<file path="config.mk">
export PLATFORM = sky130hd
export DESIGN_NAME = hdr_exposure_control
export DESIGN_NICKNAME = d
export VERILOG_FILES = /design/src/hdl/hdr_pkg.sv /design/src/hdl/hdr_exposure_control.sv /design/src/hdl/hdr_sync.sv /design/src/hdl/hdr_timer.sv
export SDC_FILE = /design/constraint.sdc
export NUM_CORES = 2
export LEC_CHECK = 0
export BUFFER_PORTS_ARGS = -buffer_cell sky130_fd_sc_hd__buf_2
export CAP_MARGIN = 20
export CORE_MARGIN = 10
export CORE_UTILIZATION = 55
export DETAILED_ROUTE_END_ITERATION = 7
export PLACE_DENSITY = 0.75
export REMOVE_ABC_BUFFERS = 1
export SKIP_CTS_REPAIR_TIMING = 1
export SLEW_MARGIN = 30
export SYNTH_ARGS = -nofsm -noshare
export SYNTH_HDL_FRONTEND = slang
export SYNTH_SLANG_ARGS = --single-unit
</file>
<file path="constraint.sdc">
create_clock -name CLOCK -period 21.4 [get_ports CLOCK]
set_clock_uncertainty 0.1 [all_clocks]
set_input_delay 1.07 -clock CLOCK [delete_from_list [all_inputs] [get_ports CLOCK]]
set_output_delay 1.07 -clock CLOCK [all_outputs]
set_load 0.05 [all_outputs]
</file>
<file path="src/hdl/hdr_pkg.sv">
// Constants, types and helpers for the HDR exposure-control block.
// Assumes an APB host and the sequencer clock as the only clock.
package hdr_pkg;
    localparam int          ADDR_W          = 10;
    localparam logic [6:0]  IDX_SENSOR_TYPE = 7'h27;
    localparam logic [6:0]  IDX_EXP_CTRL    = 7'h29;
    localparam logic [6:0]  IDX_PRIMARY     = 7'h2a;
    localparam logic [6:0]  IDX_KNEE_ONE    = 7'h30;
    localparam logic [6:0]  IDX_KNEE_TWO    = 7'h33;
    localparam logic [6:0]  IDX_SLOPES      = 7'h36;
    localparam logic [6:0]  IDX_ODD         = 7'h38;
    localparam logic [6:0]  IDX_FOT         = 7'h49;
    localparam logic [6:0]  IDX_CLIP_TWO    = 7'h59;
    localparam logic [6:0]  IDX_CLIP_THREE  = 7'h5a;
    localparam logic [6:0]  IDX_STATUS      = 7'h7e;
    localparam int          EXT_BIT         = 0;
    localparam int          DUAL_BIT        = 1;
    localparam int          CLIP_EN_BIT     = 6;
    localparam logic        SENSOR_TYPE_RST = 1'b1;
    localparam logic [1:0]  EXP_CTRL_RST    = 2'h0;
    localparam logic [23:0] PRIMARY_RST     = 24'h000800;
    localparam logic [23:0] ODD_RST         = 24'h000800;
    localparam logic [23:0] KNEE_RST        = 24'h000001;
    localparam logic [1:0]  SLOPES_RST      = 2'h1;
    localparam logic [6:0]  CLIP_RST        = 7'h60;
    localparam logic [7:0]  FOT_RST         = 8'h0a;
    localparam logic [31:0] UNIT_CYCLES     = 32'h81;
    localparam logic [31:0] OVH_NUM         = 32'h2b;
    localparam logic [31:0] OVH_DEN         = 32'h64;

    typedef enum logic [1:0] {ST_IDLE, ST_EXPOSE, ST_OVERHEAD} hdr_state_t;

    // Overhead part alone: 129 clocks times 0.43 times the overhead length.
    function automatic logic [31:0] hdr_ovh_cycles(input logic [7:0] fot);
        hdr_ovh_cycles = ({24'h0, fot} * OVH_NUM * UNIT_CYCLES) / OVH_DEN;
    endfunction : hdr_ovh_cycles

    // Full exposure in clocks, never below one cycle.
    function automatic logic [31:0] hdr_exp_cycles(input logic [23:0] cnt, input logic [7:0] fot);
        logic [31:0] c;
        c = {8'h0, cnt} * UNIT_CYCLES + hdr_ovh_cycles(fot);
        hdr_exp_cycles = (c == 32'h0) ? 32'h1 : c;
    endfunction : hdr_exp_cycles
endpackage : hdr_pkg

</file>
<file path="src/hdl/hdr_exposure_control.sv">
// HDR exposure sequencer: interleaved and piecewise-linear exposure timing.
// Assumes an APB master on CLOCK and asynchronous exposure and frame pins.
//
// The APB register port was chosen for this implementation.
`timescale 1ns/10ps
module hdr_exposure_control
    import hdr_pkg::*;
#(
    parameter int ROW_W = 11
) (
    input  wire logic              CLOCK,
    input  wire logic              RSTN,
    input  wire logic              PSEL,
    input  wire logic              PENABLE,
    input  wire logic              PWRITE,
    input  wire logic [ADDR_W-1:0] PADDR,
    input  wire logic [31:0]       PWDATA,
    output logic      [31:0]       PRDATA,
    output logic                   PREADY,
    output logic                   PSLVERR,
    input  wire logic              FRAME_REQ,
    input  wire logic              EXPOSURE_PULSE_EVEN,
    input  wire logic              EXPOSURE_PULSE_ODD,
    input  wire logic [ROW_W-1:0]  ROW_INDEX,
    output logic                   INTEGRATE_EVEN,
    output logic                   INTEGRATE_ODD,
    output logic                   ROW_INTEGRATING,
    output logic                   CLIP_ACTIVE,
    output logic      [5:0]        CLIP_LEVEL,
    output logic      [1:0]        CLIP_SLOPE,
    output logic                   EXPOSURE_BUSY,
    output logic                   EXPOSURE_DONE
);
    logic [6:0]  idx;
    logic        mapped, wr_en, rd_setup;
    logic        mono_r, mono_nxt;
    logic [1:0]  ctrl_r, ctrl_nxt;
    logic [23:0] prim_r, prim_nxt;
    logic [23:0] odd_r, odd_nxt;
    logic [23:0] kp1_r, kp1_nxt;
    logic [23:0] kp2_r, kp2_nxt;
    logic [1:0]  slopes_r, slopes_nxt;
    logic [7:0]  fot_r, fot_nxt;
    logic [6:0]  clip2_r, clip2_nxt;
    logic [6:0]  clip3_r, clip3_nxt;
    logic [31:0] prdata_r, prdata_nxt;

    logic [2:0]  pin_level, pin_rise;
    logic        frame_rise, even_rise, odd_rise;
    hdr_state_t  state_r, state_nxt;
    logic        ext_r, ext_nxt;
    logic        dual_r, dual_nxt;
    logic        even_act_r, even_act_nxt;
    logic        odd_act_r, odd_act_nxt;
    logic [31:0] te_r, te_nxt;
    logic [31:0] to_r, to_nxt;
    logic [31:0] k1_r, k1_nxt;
    logic [31:0] k2_r, k2_nxt;
    logic [1:0]  nslope_r, nslope_nxt;
    logic [6:0]  cl2_r, cl2_nxt;
    logic [6:0]  cl3_r, cl3_nxt;
    logic        done_r, done_nxt;
    logic        row_int_r, row_int_nxt;
    logic        clip_act_r, clip_act_nxt;
    logic [5:0]  clip_lvl_r, clip_lvl_nxt;
    logic [1:0]  clip_slope_r, clip_slope_nxt;
    logic        tmr_load, tmr_exp;
    logic [31:0] tmr_val, tmr_cnt;
    logic [31:0] te_new, to_new;

    assign idx      = PADDR[8:2];
    assign wr_en    = PSEL & PENABLE & PWRITE & mapped;
    assign rd_setup = PSEL & ~PENABLE & ~PWRITE;

    always_comb begin
        case (idx)
            IDX_SENSOR_TYPE, IDX_EXP_CTRL, IDX_SLOPES, IDX_FOT, IDX_CLIP_TWO, IDX_CLIP_THREE,
            IDX_PRIMARY, IDX_PRIMARY + 7'h1, IDX_PRIMARY + 7'h2, IDX_ODD, IDX_ODD + 7'h1, IDX_ODD + 7'h2,
            IDX_KNEE_ONE, IDX_KNEE_ONE + 7'h1, IDX_KNEE_ONE + 7'h2,
            IDX_KNEE_TWO, IDX_KNEE_TWO + 7'h1, IDX_KNEE_TWO + 7'h2: mapped = 1'b1;
            IDX_STATUS: mapped = ~PWRITE;
            default: mapped = 1'b0;
        endcase
        if (PADDR[1:0] != 2'b00 || PADDR[ADDR_W-1]) mapped = 1'b0;
    end

    // Register file writes; three-byte counts sit low byte first.
    always_comb begin
        mono_nxt   = mono_r;
        ctrl_nxt   = ctrl_r;
        prim_nxt   = prim_r;
        odd_nxt    = odd_r;
        kp1_nxt    = kp1_r;
        kp2_nxt    = kp2_r;
        slopes_nxt = slopes_r;
        fot_nxt    = fot_r;
        clip2_nxt  = clip2_r;
        clip3_nxt  = clip3_r;
        if (wr_en) begin
            case (idx)
                IDX_SENSOR_TYPE: mono_nxt = PWDATA[0];
                IDX_EXP_CTRL: ctrl_nxt = PWDATA[1:0];
                IDX_PRIMARY:          prim_nxt[7:0]   = PWDATA[7:0];
                IDX_PRIMARY + 7'h1:   prim_nxt[15:8]  = PWDATA[7:0];
                IDX_PRIMARY + 7'h2:   prim_nxt[23:16] = PWDATA[7:0];
                IDX_ODD:              odd_nxt[7:0]    = PWDATA[7:0];
                IDX_ODD + 7'h1:       odd_nxt[15:8]   = PWDATA[7:0];
                IDX_ODD + 7'h2:       odd_nxt[23:16]  = PWDATA[7:0];
                IDX_KNEE_ONE:         kp1_nxt[7:0]    = PWDATA[7:0];
                IDX_KNEE_ONE + 7'h1:  kp1_nxt[15:8]   = PWDATA[7:0];
                IDX_KNEE_ONE + 7'h2:  kp1_nxt[23:16]  = PWDATA[7:0];
                IDX_KNEE_TWO:         kp2_nxt[7:0]    = PWDATA[7:0];
                IDX_KNEE_TWO + 7'h1:  kp2_nxt[15:8]   = PWDATA[7:0];
                IDX_KNEE_TWO + 7'h2:  kp2_nxt[23:16]  = PWDATA[7:0];
                IDX_SLOPES: if (PWDATA[1:0] != 2'h0) slopes_nxt = PWDATA[1:0];
                IDX_FOT: fot_nxt = PWDATA[7:0];
                IDX_CLIP_TWO: clip2_nxt = PWDATA[6:0];
                IDX_CLIP_THREE: clip3_nxt = PWDATA[6:0];
                default: mono_nxt = mono_r;
            endcase
        end
    end

    // Read data is latched in the setup cycle and presented in the access cycle.
    always_comb begin
        prdata_nxt = prdata_r;
        if (rd_setup) begin
            prdata_nxt = 32'h0;
            case (idx)
                IDX_SENSOR_TYPE:      prdata_nxt[0]   = mono_r;
                IDX_EXP_CTRL:         prdata_nxt[1:0] = ctrl_r;
                IDX_PRIMARY:          prdata_nxt[7:0] = prim_r[7:0];
                IDX_PRIMARY + 7'h1:   prdata_nxt[7:0] = prim_r[15:8];
                IDX_PRIMARY + 7'h2:   prdata_nxt[7:0] = prim_r[23:16];
                IDX_ODD:              prdata_nxt[7:0] = odd_r[7:0];
                IDX_ODD + 7'h1:       prdata_nxt[7:0] = odd_r[15:8];
                IDX_ODD + 7'h2:       prdata_nxt[7:0] = odd_r[23:16];
                IDX_KNEE_ONE:         prdata_nxt[7:0] = kp1_r[7:0];
                IDX_KNEE_ONE + 7'h1:  prdata_nxt[7:0] = kp1_r[15:8];
                IDX_KNEE_ONE + 7'h2:  prdata_nxt[7:0] = kp1_r[23:16];
                IDX_KNEE_TWO:         prdata_nxt[7:0] = kp2_r[7:0];
                IDX_KNEE_TWO + 7'h1:  prdata_nxt[7:0] = kp2_r[15:8];
                IDX_KNEE_TWO + 7'h2:  prdata_nxt[7:0] = kp2_r[23:16];
                IDX_SLOPES:           prdata_nxt[1:0] = slopes_r;
                IDX_FOT:              prdata_nxt[7:0] = fot_r;
                IDX_CLIP_TWO:         prdata_nxt[6:0] = clip2_r;
                IDX_CLIP_THREE:       prdata_nxt[6:0] = clip3_r;
                IDX_STATUS: prdata_nxt[6:0] = {clip_slope_r, clip_act_r, odd_act_r,
                                               even_act_r, ext_r, state_r != ST_IDLE};
                default: prdata_nxt = 32'h0;
            endcase
            if (!mapped) prdata_nxt = 32'h0;
        end
    end

    always_ff @(posedge CLOCK or negedge RSTN) begin
        if (!RSTN) begin
            mono_r   <= SENSOR_TYPE_RST;
            ctrl_r   <= EXP_CTRL_RST;
            prim_r   <= PRIMARY_RST;
            odd_r    <= ODD_RST;
            kp1_r    <= KNEE_RST;
            kp2_r    <= KNEE_RST;
            slopes_r <= SLOPES_RST;
            fot_r    <= FOT_RST;
            clip2_r  <= CLIP_RST;
            clip3_r  <= CLIP_RST;
            prdata_r <= 32'h0;
        end else begin
            mono_r   <= mono_nxt;
            ctrl_r   <= ctrl_nxt;
            prim_r   <= prim_nxt;
            odd_r    <= odd_nxt;
            kp1_r    <= kp1_nxt;
            kp2_r    <= kp2_nxt;
            slopes_r <= slopes_nxt;
            fot_r    <= fot_nxt;
            clip2_r  <= clip2_nxt;
            clip3_r  <= clip3_nxt;
            prdata_r <= prdata_nxt;
        end
    end
    assign PRDATA  = prdata_r;
    assign PREADY  = 1'b1;
    assign PSLVERR = PSEL & PENABLE & ~mapped;
    hdr_sync #(.W(3)) u_sync (
        .clk   (CLOCK),
        .rstn  (RSTN),
        .din   ({EXPOSURE_PULSE_ODD, EXPOSURE_PULSE_EVEN, FRAME_REQ}),
        .level (pin_level),
        .rise  (pin_rise)
    );
    assign frame_rise = pin_rise[0];
    assign even_rise  = pin_rise[1];
    assign odd_rise   = pin_rise[2];

    assign te_new = hdr_exp_cycles(prim_r, fot_r);
    assign to_new = ctrl_r[DUAL_BIT] ? hdr_exp_cycles(odd_r, fot_r) : te_new;

    // Sequencer: settings are snapshotted when an exposure starts, except fot_r, which the external-mode overhead reads live.
    always_comb begin
        state_nxt    = state_r;
        ext_nxt      = ext_r;
        dual_nxt     = dual_r;
        even_act_nxt = even_act_r;
        odd_act_nxt  = odd_act_r;
        te_nxt       = te_r;
        to_nxt       = to_r;
        k1_nxt       = k1_r;
        k2_nxt       = k2_r;
        nslope_nxt   = nslope_r;
        cl2_nxt      = cl2_r;
        cl3_nxt      = cl3_r;
        done_nxt     = 1'b0;
        tmr_load     = 1'b0;
        tmr_val      = 32'h1;
        case (state_r)
            ST_IDLE: begin
                ext_nxt    = ctrl_r[EXT_BIT];
                dual_nxt   = ctrl_r[DUAL_BIT];
                te_nxt     = te_new;
                to_nxt     = to_new;
                k1_nxt     = hdr_exp_cycles(kp1_r, fot_r);
                k2_nxt     = hdr_exp_cycles(kp2_r, fot_r);
                nslope_nxt = slopes_r;
                cl2_nxt    = clip2_r;
                cl3_nxt    = clip3_r;
                if (ctrl_r[EXT_BIT]) begin
                    if (even_rise || (odd_rise && ctrl_r[DUAL_BIT])) begin
                        state_nxt    = ST_EXPOSE;
                        even_act_nxt = even_rise;
                        odd_act_nxt  = ctrl_r[DUAL_BIT] ? odd_rise : even_rise;
                    end
                end else if (frame_rise) begin
                    state_nxt = ST_EXPOSE;
                    tmr_load  = 1'b1;
                    tmr_val   = (te_new > to_new) ? te_new : to_new;
                end
            end
            ST_EXPOSE: begin
                if (ext_r) begin
                    if (even_rise) even_act_nxt = 1'b1;
                    if (dual_r ? odd_rise : even_rise) odd_act_nxt = 1'b1;
                    if (frame_rise) begin
                        state_nxt = ST_OVERHEAD;
                        tmr_load  = 1'b1;
                        tmr_val   = hdr_ovh_cycles(fot_r);
                        if (tmr_val == 32'h0) tmr_val = 32'h1;
                    end
                end else begin
                    even_act_nxt = (tmr_cnt != 32'h0) && (tmr_cnt <= te_r);
                    odd_act_nxt  = (tmr_cnt != 32'h0) && (tmr_cnt <= to_r);
                    if (tmr_exp) begin
                        state_nxt    = ST_IDLE;
                        even_act_nxt = 1'b0;
                        odd_act_nxt  = 1'b0;
                        done_nxt     = 1'b1;
                    end
                end
            end
            ST_OVERHEAD: begin
                if (tmr_exp) begin
                    state_nxt    = ST_IDLE;
                    even_act_nxt = 1'b0;
                    odd_act_nxt  = 1'b0;
                    done_nxt     = 1'b1;
                end
            end
            default: state_nxt = ST_IDLE;
        endcase
    end

    // Clip phase follows the remaining exposure; interleave and external mode exclude it.
    always_comb begin
        clip_act_nxt   = 1'b0;
        clip_lvl_nxt   = 6'h0;
        clip_slope_nxt = 2'h1;
        if (state_r == ST_EXPOSE && !ext_r && !dual_r && tmr_cnt != 32'h0) begin
            if (nslope_r >= 2'h2 && tmr_cnt > k1_r) begin
                clip_slope_nxt = 2'h1;
                clip_act_nxt   = cl2_r[CLIP_EN_BIT];
                clip_lvl_nxt   = cl2_r[5:0];
            end else if (nslope_r == 2'h3 && tmr_cnt > k2_r) begin
                clip_slope_nxt = 2'h2;
                clip_act_nxt   = cl3_r[CLIP_EN_BIT];
                clip_lvl_nxt   = cl3_r[5:0];
            end else begin
                clip_slope_nxt = nslope_r;
            end
        end
    end

    assign row_int_nxt = (mono_r ? ROW_INDEX[0] : ROW_INDEX[1]) ? odd_act_r : even_act_r;
    always_ff @(posedge CLOCK or negedge RSTN) begin
        if (!RSTN) begin
            state_r      <= ST_IDLE;
            ext_r        <= 1'b0;
            dual_r       <= 1'b0;
            even_act_r   <= 1'b0;
            odd_act_r    <= 1'b0;
            te_r         <= 32'h1;
            to_r         <= 32'h1;
            k1_r         <= 32'h1;
            k2_r         <= 32'h1;
            nslope_r     <= SLOPES_RST;
            cl2_r        <= CLIP_RST;
            cl3_r        <= CLIP_RST;
            done_r       <= 1'b0;
            row_int_r    <= 1'b0;
            clip_act_r   <= 1'b0;
            clip_lvl_r   <= 6'h0;
            clip_slope_r <= 2'h1;
        end else begin
            state_r      <= state_nxt;
            ext_r        <= ext_nxt;
            dual_r       <= dual_nxt;
            even_act_r   <= even_act_nxt;
            odd_act_r    <= odd_act_nxt;
            te_r         <= te_nxt;
            to_r         <= to_nxt;
            k1_r         <= k1_nxt;
            k2_r         <= k2_nxt;
            nslope_r     <= nslope_nxt;
            cl2_r        <= cl2_nxt;
            cl3_r        <= cl3_nxt;
            done_r       <= done_nxt;
            row_int_r    <= row_int_nxt;
            clip_act_r   <= clip_act_nxt;
            clip_lvl_r   <= clip_lvl_nxt;
            clip_slope_r <= clip_slope_nxt;
        end
    end
    hdr_timer #(.W(32)) u_timer (
        .clk      (CLOCK),
        .rstn     (RSTN),
        .load     (tmr_load),
        .load_val (tmr_val),
        .count    (tmr_cnt),
        .expire   (tmr_exp)
    );
    assign INTEGRATE_EVEN  = even_act_r;
    assign INTEGRATE_ODD   = odd_act_r;
    assign ROW_INTEGRATING = row_int_r;
    assign CLIP_ACTIVE     = clip_act_r;
    assign CLIP_LEVEL      = clip_lvl_r;
    assign CLIP_SLOPE      = clip_slope_r;
    assign EXPOSURE_BUSY   = (state_r != ST_IDLE);
    assign EXPOSURE_DONE   = done_r;
endmodule : hdr_exposure_control

</file>
<file path="src/hdl/hdr_sync.sv">
// Two-flop synchroniser with rising-edge detect for external pins.
// Assumes the pins are asynchronous to CLOCK.
`timescale 1ns/10ps
module hdr_sync #(
    parameter int W = 3
) (
    input  wire logic         clk,
    input  wire logic         rstn,
    input  wire logic [W-1:0] din,
    output logic      [W-1:0] level,
    output logic      [W-1:0] rise
);
    logic [W-1:0] meta_r;
    logic [W-1:0] sync_r;
    logic [W-1:0] prev_r;

    always_ff @(posedge clk or negedge rstn) begin
        if (!rstn) begin
            meta_r <= '0;
            sync_r <= '0;
            prev_r <= '0;
        end else begin
            meta_r <= din;
            sync_r <= meta_r;
            prev_r <= sync_r;
        end
    end

    assign level = sync_r;
    assign rise  = sync_r & ~prev_r;
endmodule : hdr_sync

</file>
<file path="src/hdl/hdr_timer.sv">
// Loadable down counter that pulses expire when it reaches zero.
// Assumes load values of at least one.
`timescale 1ns/10ps
module hdr_timer #(
    parameter int W = 32
) (
    input  wire logic         clk,
    input  wire logic         rstn,
    input  wire logic         load,
    input  wire logic [W-1:0] load_val,
    output logic      [W-1:0] count,
    output logic              expire
);
    logic [W-1:0] cnt_r;
    logic [W-1:0] cnt_nxt;
    logic         exp_r;
    logic         exp_nxt;

    always_comb begin
        cnt_nxt = cnt_r;
        exp_nxt = 1'b0;
        if (load) begin
            cnt_nxt = load_val;
        end else if (cnt_r != '0) begin
            cnt_nxt = cnt_r - 1'b1;
            exp_nxt = (cnt_r == {{(W-1){1'b0}}, 1'b1});
        end
    end

    always_ff @(posedge clk or negedge rstn) begin
        if (!rstn) begin
            cnt_r <= '0;
            exp_r <= 1'b0;
        end else begin
            cnt_r <= cnt_nxt;
            exp_r <= exp_nxt;
        end
    end

    assign count  = cnt_r;
    assign expire = exp_r;
endmodule : hdr_timer

</file>
Yosys cells after proc, flatten, opt, wreduce, memory -nomap -nowiden. Cells that the tools add are included. W data, S select, Z words.

Add/sub/neg operators: 5. Multiply operators: 6. Divide/modulo/power cells: 1. $lt $le $gt $ge: 6. Eq/ne operators: 31. Mux-type cells: 63. Bitwise operators: 11. Reduce and logical (&&, ||, !) cells: 46.

Operators with widths (count): $mux W32 (13); $logic_not A32 Y1 (5); $add A32 B32 Y32 (4); $mul A24 B8 Y32 const B (4); $eq A7 B6 Y1 const B (15); $gt A32 B32 Y1 (3); $pmux W5 S16 (1); $le A32 B32 Y1 (2); $pmux W32 S2 (1); $reduce_and A2 Y1 (17); $div A22 B7 Y32 const B (1); $eq A32 B1 Y1 const B (1); $reduce_bool A32 Y1 (1); $sub A32 B1 Y32 const B (1); $eq A7 B7 Y1 const B (4); $mux W1 (26); $mul A14 B8 Y22 const B (1); $pmux W1 S19 (1); $mux W2 (9); $mux W6 (3); $pmux W1 S18 (1); $reduce_or A18 Y1 (1); $ne A3 B3 Y1 const B (5); $mul A8 B6 Y14 const B (1); other kinds (22) (48).

Register bits: 358. Input bits: 61. Word-level logic and storage cells: 210.

Longest topological paths before layout.
Word-level depth: 13. Gate-level depth with buffers: 109. Gate-level depth less buffers: 105.

By module. Synthesis repeated with hierarchy kept, for this count alone.

Cells, all modules: 3679. Area total of the unflattened synthesis: 32935.3 µm².

Modules (own cells, without submodules): hdr_exposure_control (instances 1, cells an instance 3444, area an instance 30625.6 µm², sequential area each 7334.5 µm²); hdr_timer (instances 1, cells an instance 223, area an instance 2043.2 µm², sequential area each 825.8 µm²); hdr_sync (instances 1, cells an instance 12, area an instance 266.5 µm², sequential area each 225.2 µm²).

Least setup slack after synthesis. OpenSTA, ideal clock, no wires.

Path kind: register -> register. From: reg fot_r[1]. To: reg u_timer.cnt_r[2] (netlist: u_timer.count[2]). Arrival: 21235 ps. Setup slack: -61 ps. Cell stages (with the launch flop): 102. Path buffers: 3. Cells stage by stage: dfstp_2 ha_1 inv_1 fa_1 fa_1 inv_1 ha_1 o211ai_1 a21oi_1 or3_1 and2_1 ha_1 ha_1 ha_1 fa_1 a211oi_1 o21bai_1 a21oi_1 [... 66 more ...] mux2i_1 ha_1 nor2b_1 o21ai_0 nand2b_1 a21oi_1 nor2b_1 o21ai_0 nand2b_1 a21oi_1 nor2b_1 o21ai_0 a21boi_0 o31ai_1 clkbuf_1 buf_1 a21oi_1 a221o_1.

Longest elaborated chain between the ends: 13. Elaborated cells on any way between the ends: 20. Classes of those cells: add/sub: 2; mul: 2; div: 1; order compare: 1; mux: 11; reduce/logical: 3.

RTL lines: start: declaration (RTL line hdr_exposure_control.sv:43) `logic [7:0] fot_r, fot_nxt;`; start signal: assignment (RTL line hdr_exposure_control.sv:177) `fot_r <= fot_nxt;`; $mul A8 B6 Y14 * (RTL line hdr_pkg.sv:35) `hdr_ovh_cycles = ({24'h0, fot} * OVH_NUM * UNIT_CYCLES) / OVH_DEN;`; $mul A14 B8 Y22 * (RTL line hdr_pkg.sv:35); $div A22 B7 Y32 * (RTL line hdr_pkg.sv:35); $add A32 B32 Y32 (RTL line hdr_pkg.sv:41) `c = {8'h0, cnt} * UNIT_CYCLES + hdr_ovh_cycles(fot);`; $logic_not A32 Y1 (RTL line hdr_pkg.sv:42) `hdr_exp_cycles = (c == 32'h0) ? 32'h1 : c;`; $mux W32 (RTL line hdr_pkg.sv:42); $mux W32 * (RTL line hdr_exposure_control.sv:198) `assign to_new = ctrl_r[DUAL_BIT] ? hdr_exp_cycles(odd_r, fot_r) : te_new;`; via to_new[0] (RTL line hdr_exposure_control.sv:69) `logic [31:0] te_new, to_new;`; $gt A32 B32 Y1 * (RTL line hdr_exposure_control.sv:237) `tmr_val = (te_new > to_new) ? te_new : to_new;`; $mux W32 * (RTL line hdr_exposure_control.sv:237); $mux W32 * (RTL line hdr_exposure_control.sv:234) `end else if (frame_rise) begin`; $mux W32 * (RTL line hdr_exposure_control.sv:228) `if (ctrl_r[EXT_BIT]) begin`; $pmux W32 S2 * (RTL line hdr_exposure_control.sv:217) `case (state_r)`; $mux W32 * (RTL line hdr_timer.sv:22) `if (load) begin`; end signal: assignment (RTL line hdr_timer.sv:35) `cnt_r <= cnt_nxt;`; end: declaration (RTL line hdr_timer.sv:14) `logic [W-1:0] cnt_r;`.

The timed path passes the listed nets; every way through them passes the cells marked *. A chain may end at the register's enable or synchronous reset.

Worst setup path in the final report.
From: reg fot_r[3]. To: reg u_timer.cnt_r[0] (netlist: u_timer.count[0]).

Longest elaborated chain between the ends: 13. Elaborated cells on any way between the ends: 20. Classes of those cells: add/sub: 2; mul: 2; div: 1; order compare: 1; mux: 11; reduce/logical: 3.

RTL lines (RTL line): $mul A8 B6 Y14 * (hdr_pkg.sv:35); $mul A14 B8 Y22 * (hdr_pkg.sv:35); $div A22 B7 Y32 * (hdr_pkg.sv:35); $add A32 B32 Y32 * (hdr_pkg.sv:41); $logic_not A32 Y1 (hdr_pkg.sv:42); $mux W32 * (hdr_pkg.sv:42); via te_new[29] (hdr_exposure_control.sv:69); $mux W32 (hdr_exposure_control.sv:198); $gt A32 B32 Y1 * (hdr_exposure_control.sv:237); $mux W32 * (hdr_exposure_control.sv:237); $mux W32 * (hdr_exposure_control.sv:234); $mux W32 * (hdr_exposure_control.sv:228); $pmux W32 S2 * (hdr_exposure_control.sv:217); $mux W32 * (hdr_timer.sv:22).

Marks and branches as above.

==> results.yml <==
run_status:
  status: "finished clean"
floorplan:
  fp.coreArea_um2: 59100
  dieArea_um2: 69900
  boundaryPins: 109
  start_util_pct: 55.6
  core.rowCount: 89
  die_h_um: 264
  dieWidth_um: 264
route:
  routedWlPerCell_um: 21.4
  drtIter0Drc: 2900
  num_vias: 29700
  wl_mm: 104
  drc: 0
  dr.pass1.iters: 6
  ant_nets: 0
  vias_per_cell: 6.13
clock_tree:
  cts.sinks: 334
  ctsRootBufferMaster: "clkbuf_16"
  cts_buffer_depth: 3
  clk_latency_ns: 0.56
  htree_levels: 2
  path_clk_slew_ns: 0.06
  numCtsBuffers: 39
  cts_tree: "built"
min_path:
  hold_path_class: "flop to flop"
placed_design:
  portBuffers: 50
  gp_congestion: 0.982
  dpl_cell_area_um2: 36400
  dp_hpwl_mm: 78.2
  dpl.cell_count: 4728
power:
  irDropWorstVdd_mv: 0.0792
  p_per_area_nw_per_um2: 63.9
  p_leak_nw: 20.2
global_routing:
  antenna_found_initial: 2
  grt.overflow.total: 0
  grt_max_degree: 141
  grt_pass1_vias: 28100
  grt.total_usage_pct: 27.9
  grt_pass1_wl_mm: 157
layout:
  seqCellArea_um2: 8390
  nFillCells: 4406
  final_net_count: 4726
  drive_gt1_share_pct: 24.4
  fin_cells: 4853
  area_delta_synth_final_pct: 20.7
  design_area_um2: 39700
  multi_input_area_um2: 23600
logic_synthesis:
  synth_seq_cells: 334
  netlist_instances: 3642
  postSynth.asyncResetShare_pct: 100
  synthAdderAreaFrac_pct: 24.7
  synth_top_family_by_area: "adder cells"
  synth_edf_count: 0
  avgSynthCellArea_um2: 9.02
  yosysWarnings: 0
  syn_area_um2: 32900
  ys.flop_type: "dfrtp_1"
  synth_compound_area_share_pct: 18.8
  synthMuxAreaShare_pct: 6.92
  synth_cell_type_count: 128
  ys_seq_area_share_pct: 25.5
  synthXorXnorAreaFrac_pct: 4.37
  synth-simple-area-share_pct: 12.6
setup_path:
  cp.required_ns: 21.73
  cp-start-kind: "flop"
  criticalPathCategory: "flop to flop"
  slowest_stage: "dfstp_2"
  critPathMaxFanout: 6
  slowest_delay_ns: 0.60
  cp_data_arrival_time_ns: 21.60
  path_common_cell: "a21oi_2"
  worst_setup_path_end_kind: "flop"
sta:
  timing.fmax_mhz: 47.0
  fin_crit_sh_pct: 99.4
  timing_hold_violations_final: 0
  drv_slew: 0
  rsz0062_at_grt: "true"
  fin_crit_ns: 21.27
  fin_hold_ws_ns: 0.249
  fin_setup_tns_ns: 0
  worst_pin_slew_ns: 1.03
  relSlewSlack_pct: 30.6
  setup_viol: 0
flow_run:
  cap_violations: 0
-- cell families after synthesis --
logic type      count (synthesis)
buf+inv                       598
fa+ha+maj                     617
compound gates                904
mux                           201
flops                         334
other cells                     2
xor+xnor                      164
simple gates                  822
-- layout by cell type (no fill, tap or decap), drive strengths merged, types with 53 or more instances in the layout --
| cell | synthesis | layout |
|---|---|---|
| buf | 41 | 474 |
| nand2 | 225 | 225 |
| a21oi | 262 | 262 |
| nor3 | 58 | 58 |
| ha | 562 | 562 |
| o21ai | 215 | 215 |
| fa | 54 | 54 |
| clkbuf | 91 | 53 |
| inv | 466 | 469 |
| o21bai | 72 | 72 |
| dfrtp | 312 | 312 |
| xnor2 | 132 | 132 |
| nand4 | 54 | 54 |
| mux2 | 147 | 147 |
| nor2 | 207 | 207 |
-- per-layer routing --
metal	share of wire [%]	global-route usage [%]
met5	0	0
met4	4.9	12.0
met3	9.9	6.59
met2	43	41.7
met1	42	37.9
-- per-stage QoR --
stage	worst slack, ns	total power, mW	utilization, %
5_1_grt	-0.868	2.68	67.1
3_5_place_dp	-0.840	1.74	61.6
3_3_place_gp	-0.391	1.71	61.6
6_report	0.128	2.53	67.1
4_1_cts	-0.902	2.47	63.9
2_1_floorplan	-3.38	1.46	-
-- power breakdown --
part | switching, mW | internal, mW | total [mW]
clock | 0.280 | 0.437 | 0.717
sequential | 0.123 | 0.707 | 0.831
combinational | 0.585 | 0.400 | 0.986
total | 0.989 | 1.54 | 2.53
-- area by class of cell --
cell class,instances,area share [%]
clock buffers,52,2.79
repair buffers,475,9.03
flip-flops and latches,334,21.1
clock inverters,18,0.653
diodes,2,0.0126
well taps,773,2.44
inverters,466,4.41
multi-input cells,2733,59.5
-- sequential cells by signal, summed over array words and instances (netlist names), 6 cells and up --
signal / count
fot_r: 8
clip3_r: 7
prim_r: 24
kp2_r: 24
k1_r: 32
cl3_r: 7
u_timer.count: 32
to_r: 32
kp1_r: 24
clip2_r: 7
cl2_r: 7
PRDATA: 8
te_r: 32
odd_r: 24
CLIP_LEVEL: 6
k2_r: 32
-- cells in the mapped netlist, drive strengths merged, types with 10 or more instances --
cell,number,share of area (%)
ha,562,21
inv,466,5.3
dfrtp,312,24
a21oi,262,4.2
nand2,225,2.6
o21ai,215,3.3
nor2,207,2.4
mux2,147,5.1
xnor2,132,3.5
clkbuf,91,1.0
o21bai,72,1.6
nor3,58,0.94
fa,54,3.3
nand4,54,1.0
nor2b,52,0.99
mux2i,50,1.6
nand2b,45,0.86
a21o,42,0.98
buf,41,0.77
o211ai,40,0.96
nand3,36,0.55
xor2,32,0.85
a31oi,29,0.60
nor4,26,0.56
a221oi,25,0.81
a22o,25,0.67
dfstp,22,1.8
a211oi,21,0.54
a22oi,20,0.46
and2,19,0.36
or4,19,0.45
or2,16,0.30
and3,13,0.25
or3,13,0.27
o21a,12,0.27
o221ai,12,0.34
a2111oi,10,0.40
a221o,10,0.30
-- worst max-delay path, delay by kind of cell (launching register included) --
family	cells	cell delay, ns
AOI/OAI and AO/OA	60	10.51
and+or+nand+nor	18	3.51
adders and majority gates	13	3.26
buffers and inverters	13	1.78
muxes	4	1.03
DFF	1	0.60
xor gates and xnor gates	2	0.35
-- path summary, 6_finish.rpt --
kind	start	to	slack, ns	depth (start not counted)
worst max-delay path	fot_r[3]	u_timer.count[0]	0.13	110
worst min-delay path	u_sync.meta_r[1]	u_sync.level[1]	0.25	0
worst max register to register	fot_r[3]	u_timer.count[0]	0.13	110
worst min register to register	u_sync.meta_r[1]	u_sync.level[1]	0.25	0
max in group asynchronous	RSTN	u_timer.count[5]	19.63	2
min in group asynchronous	RSTN	kp2_r[21]	0.31	1
(Power assumes the default switching activity.)
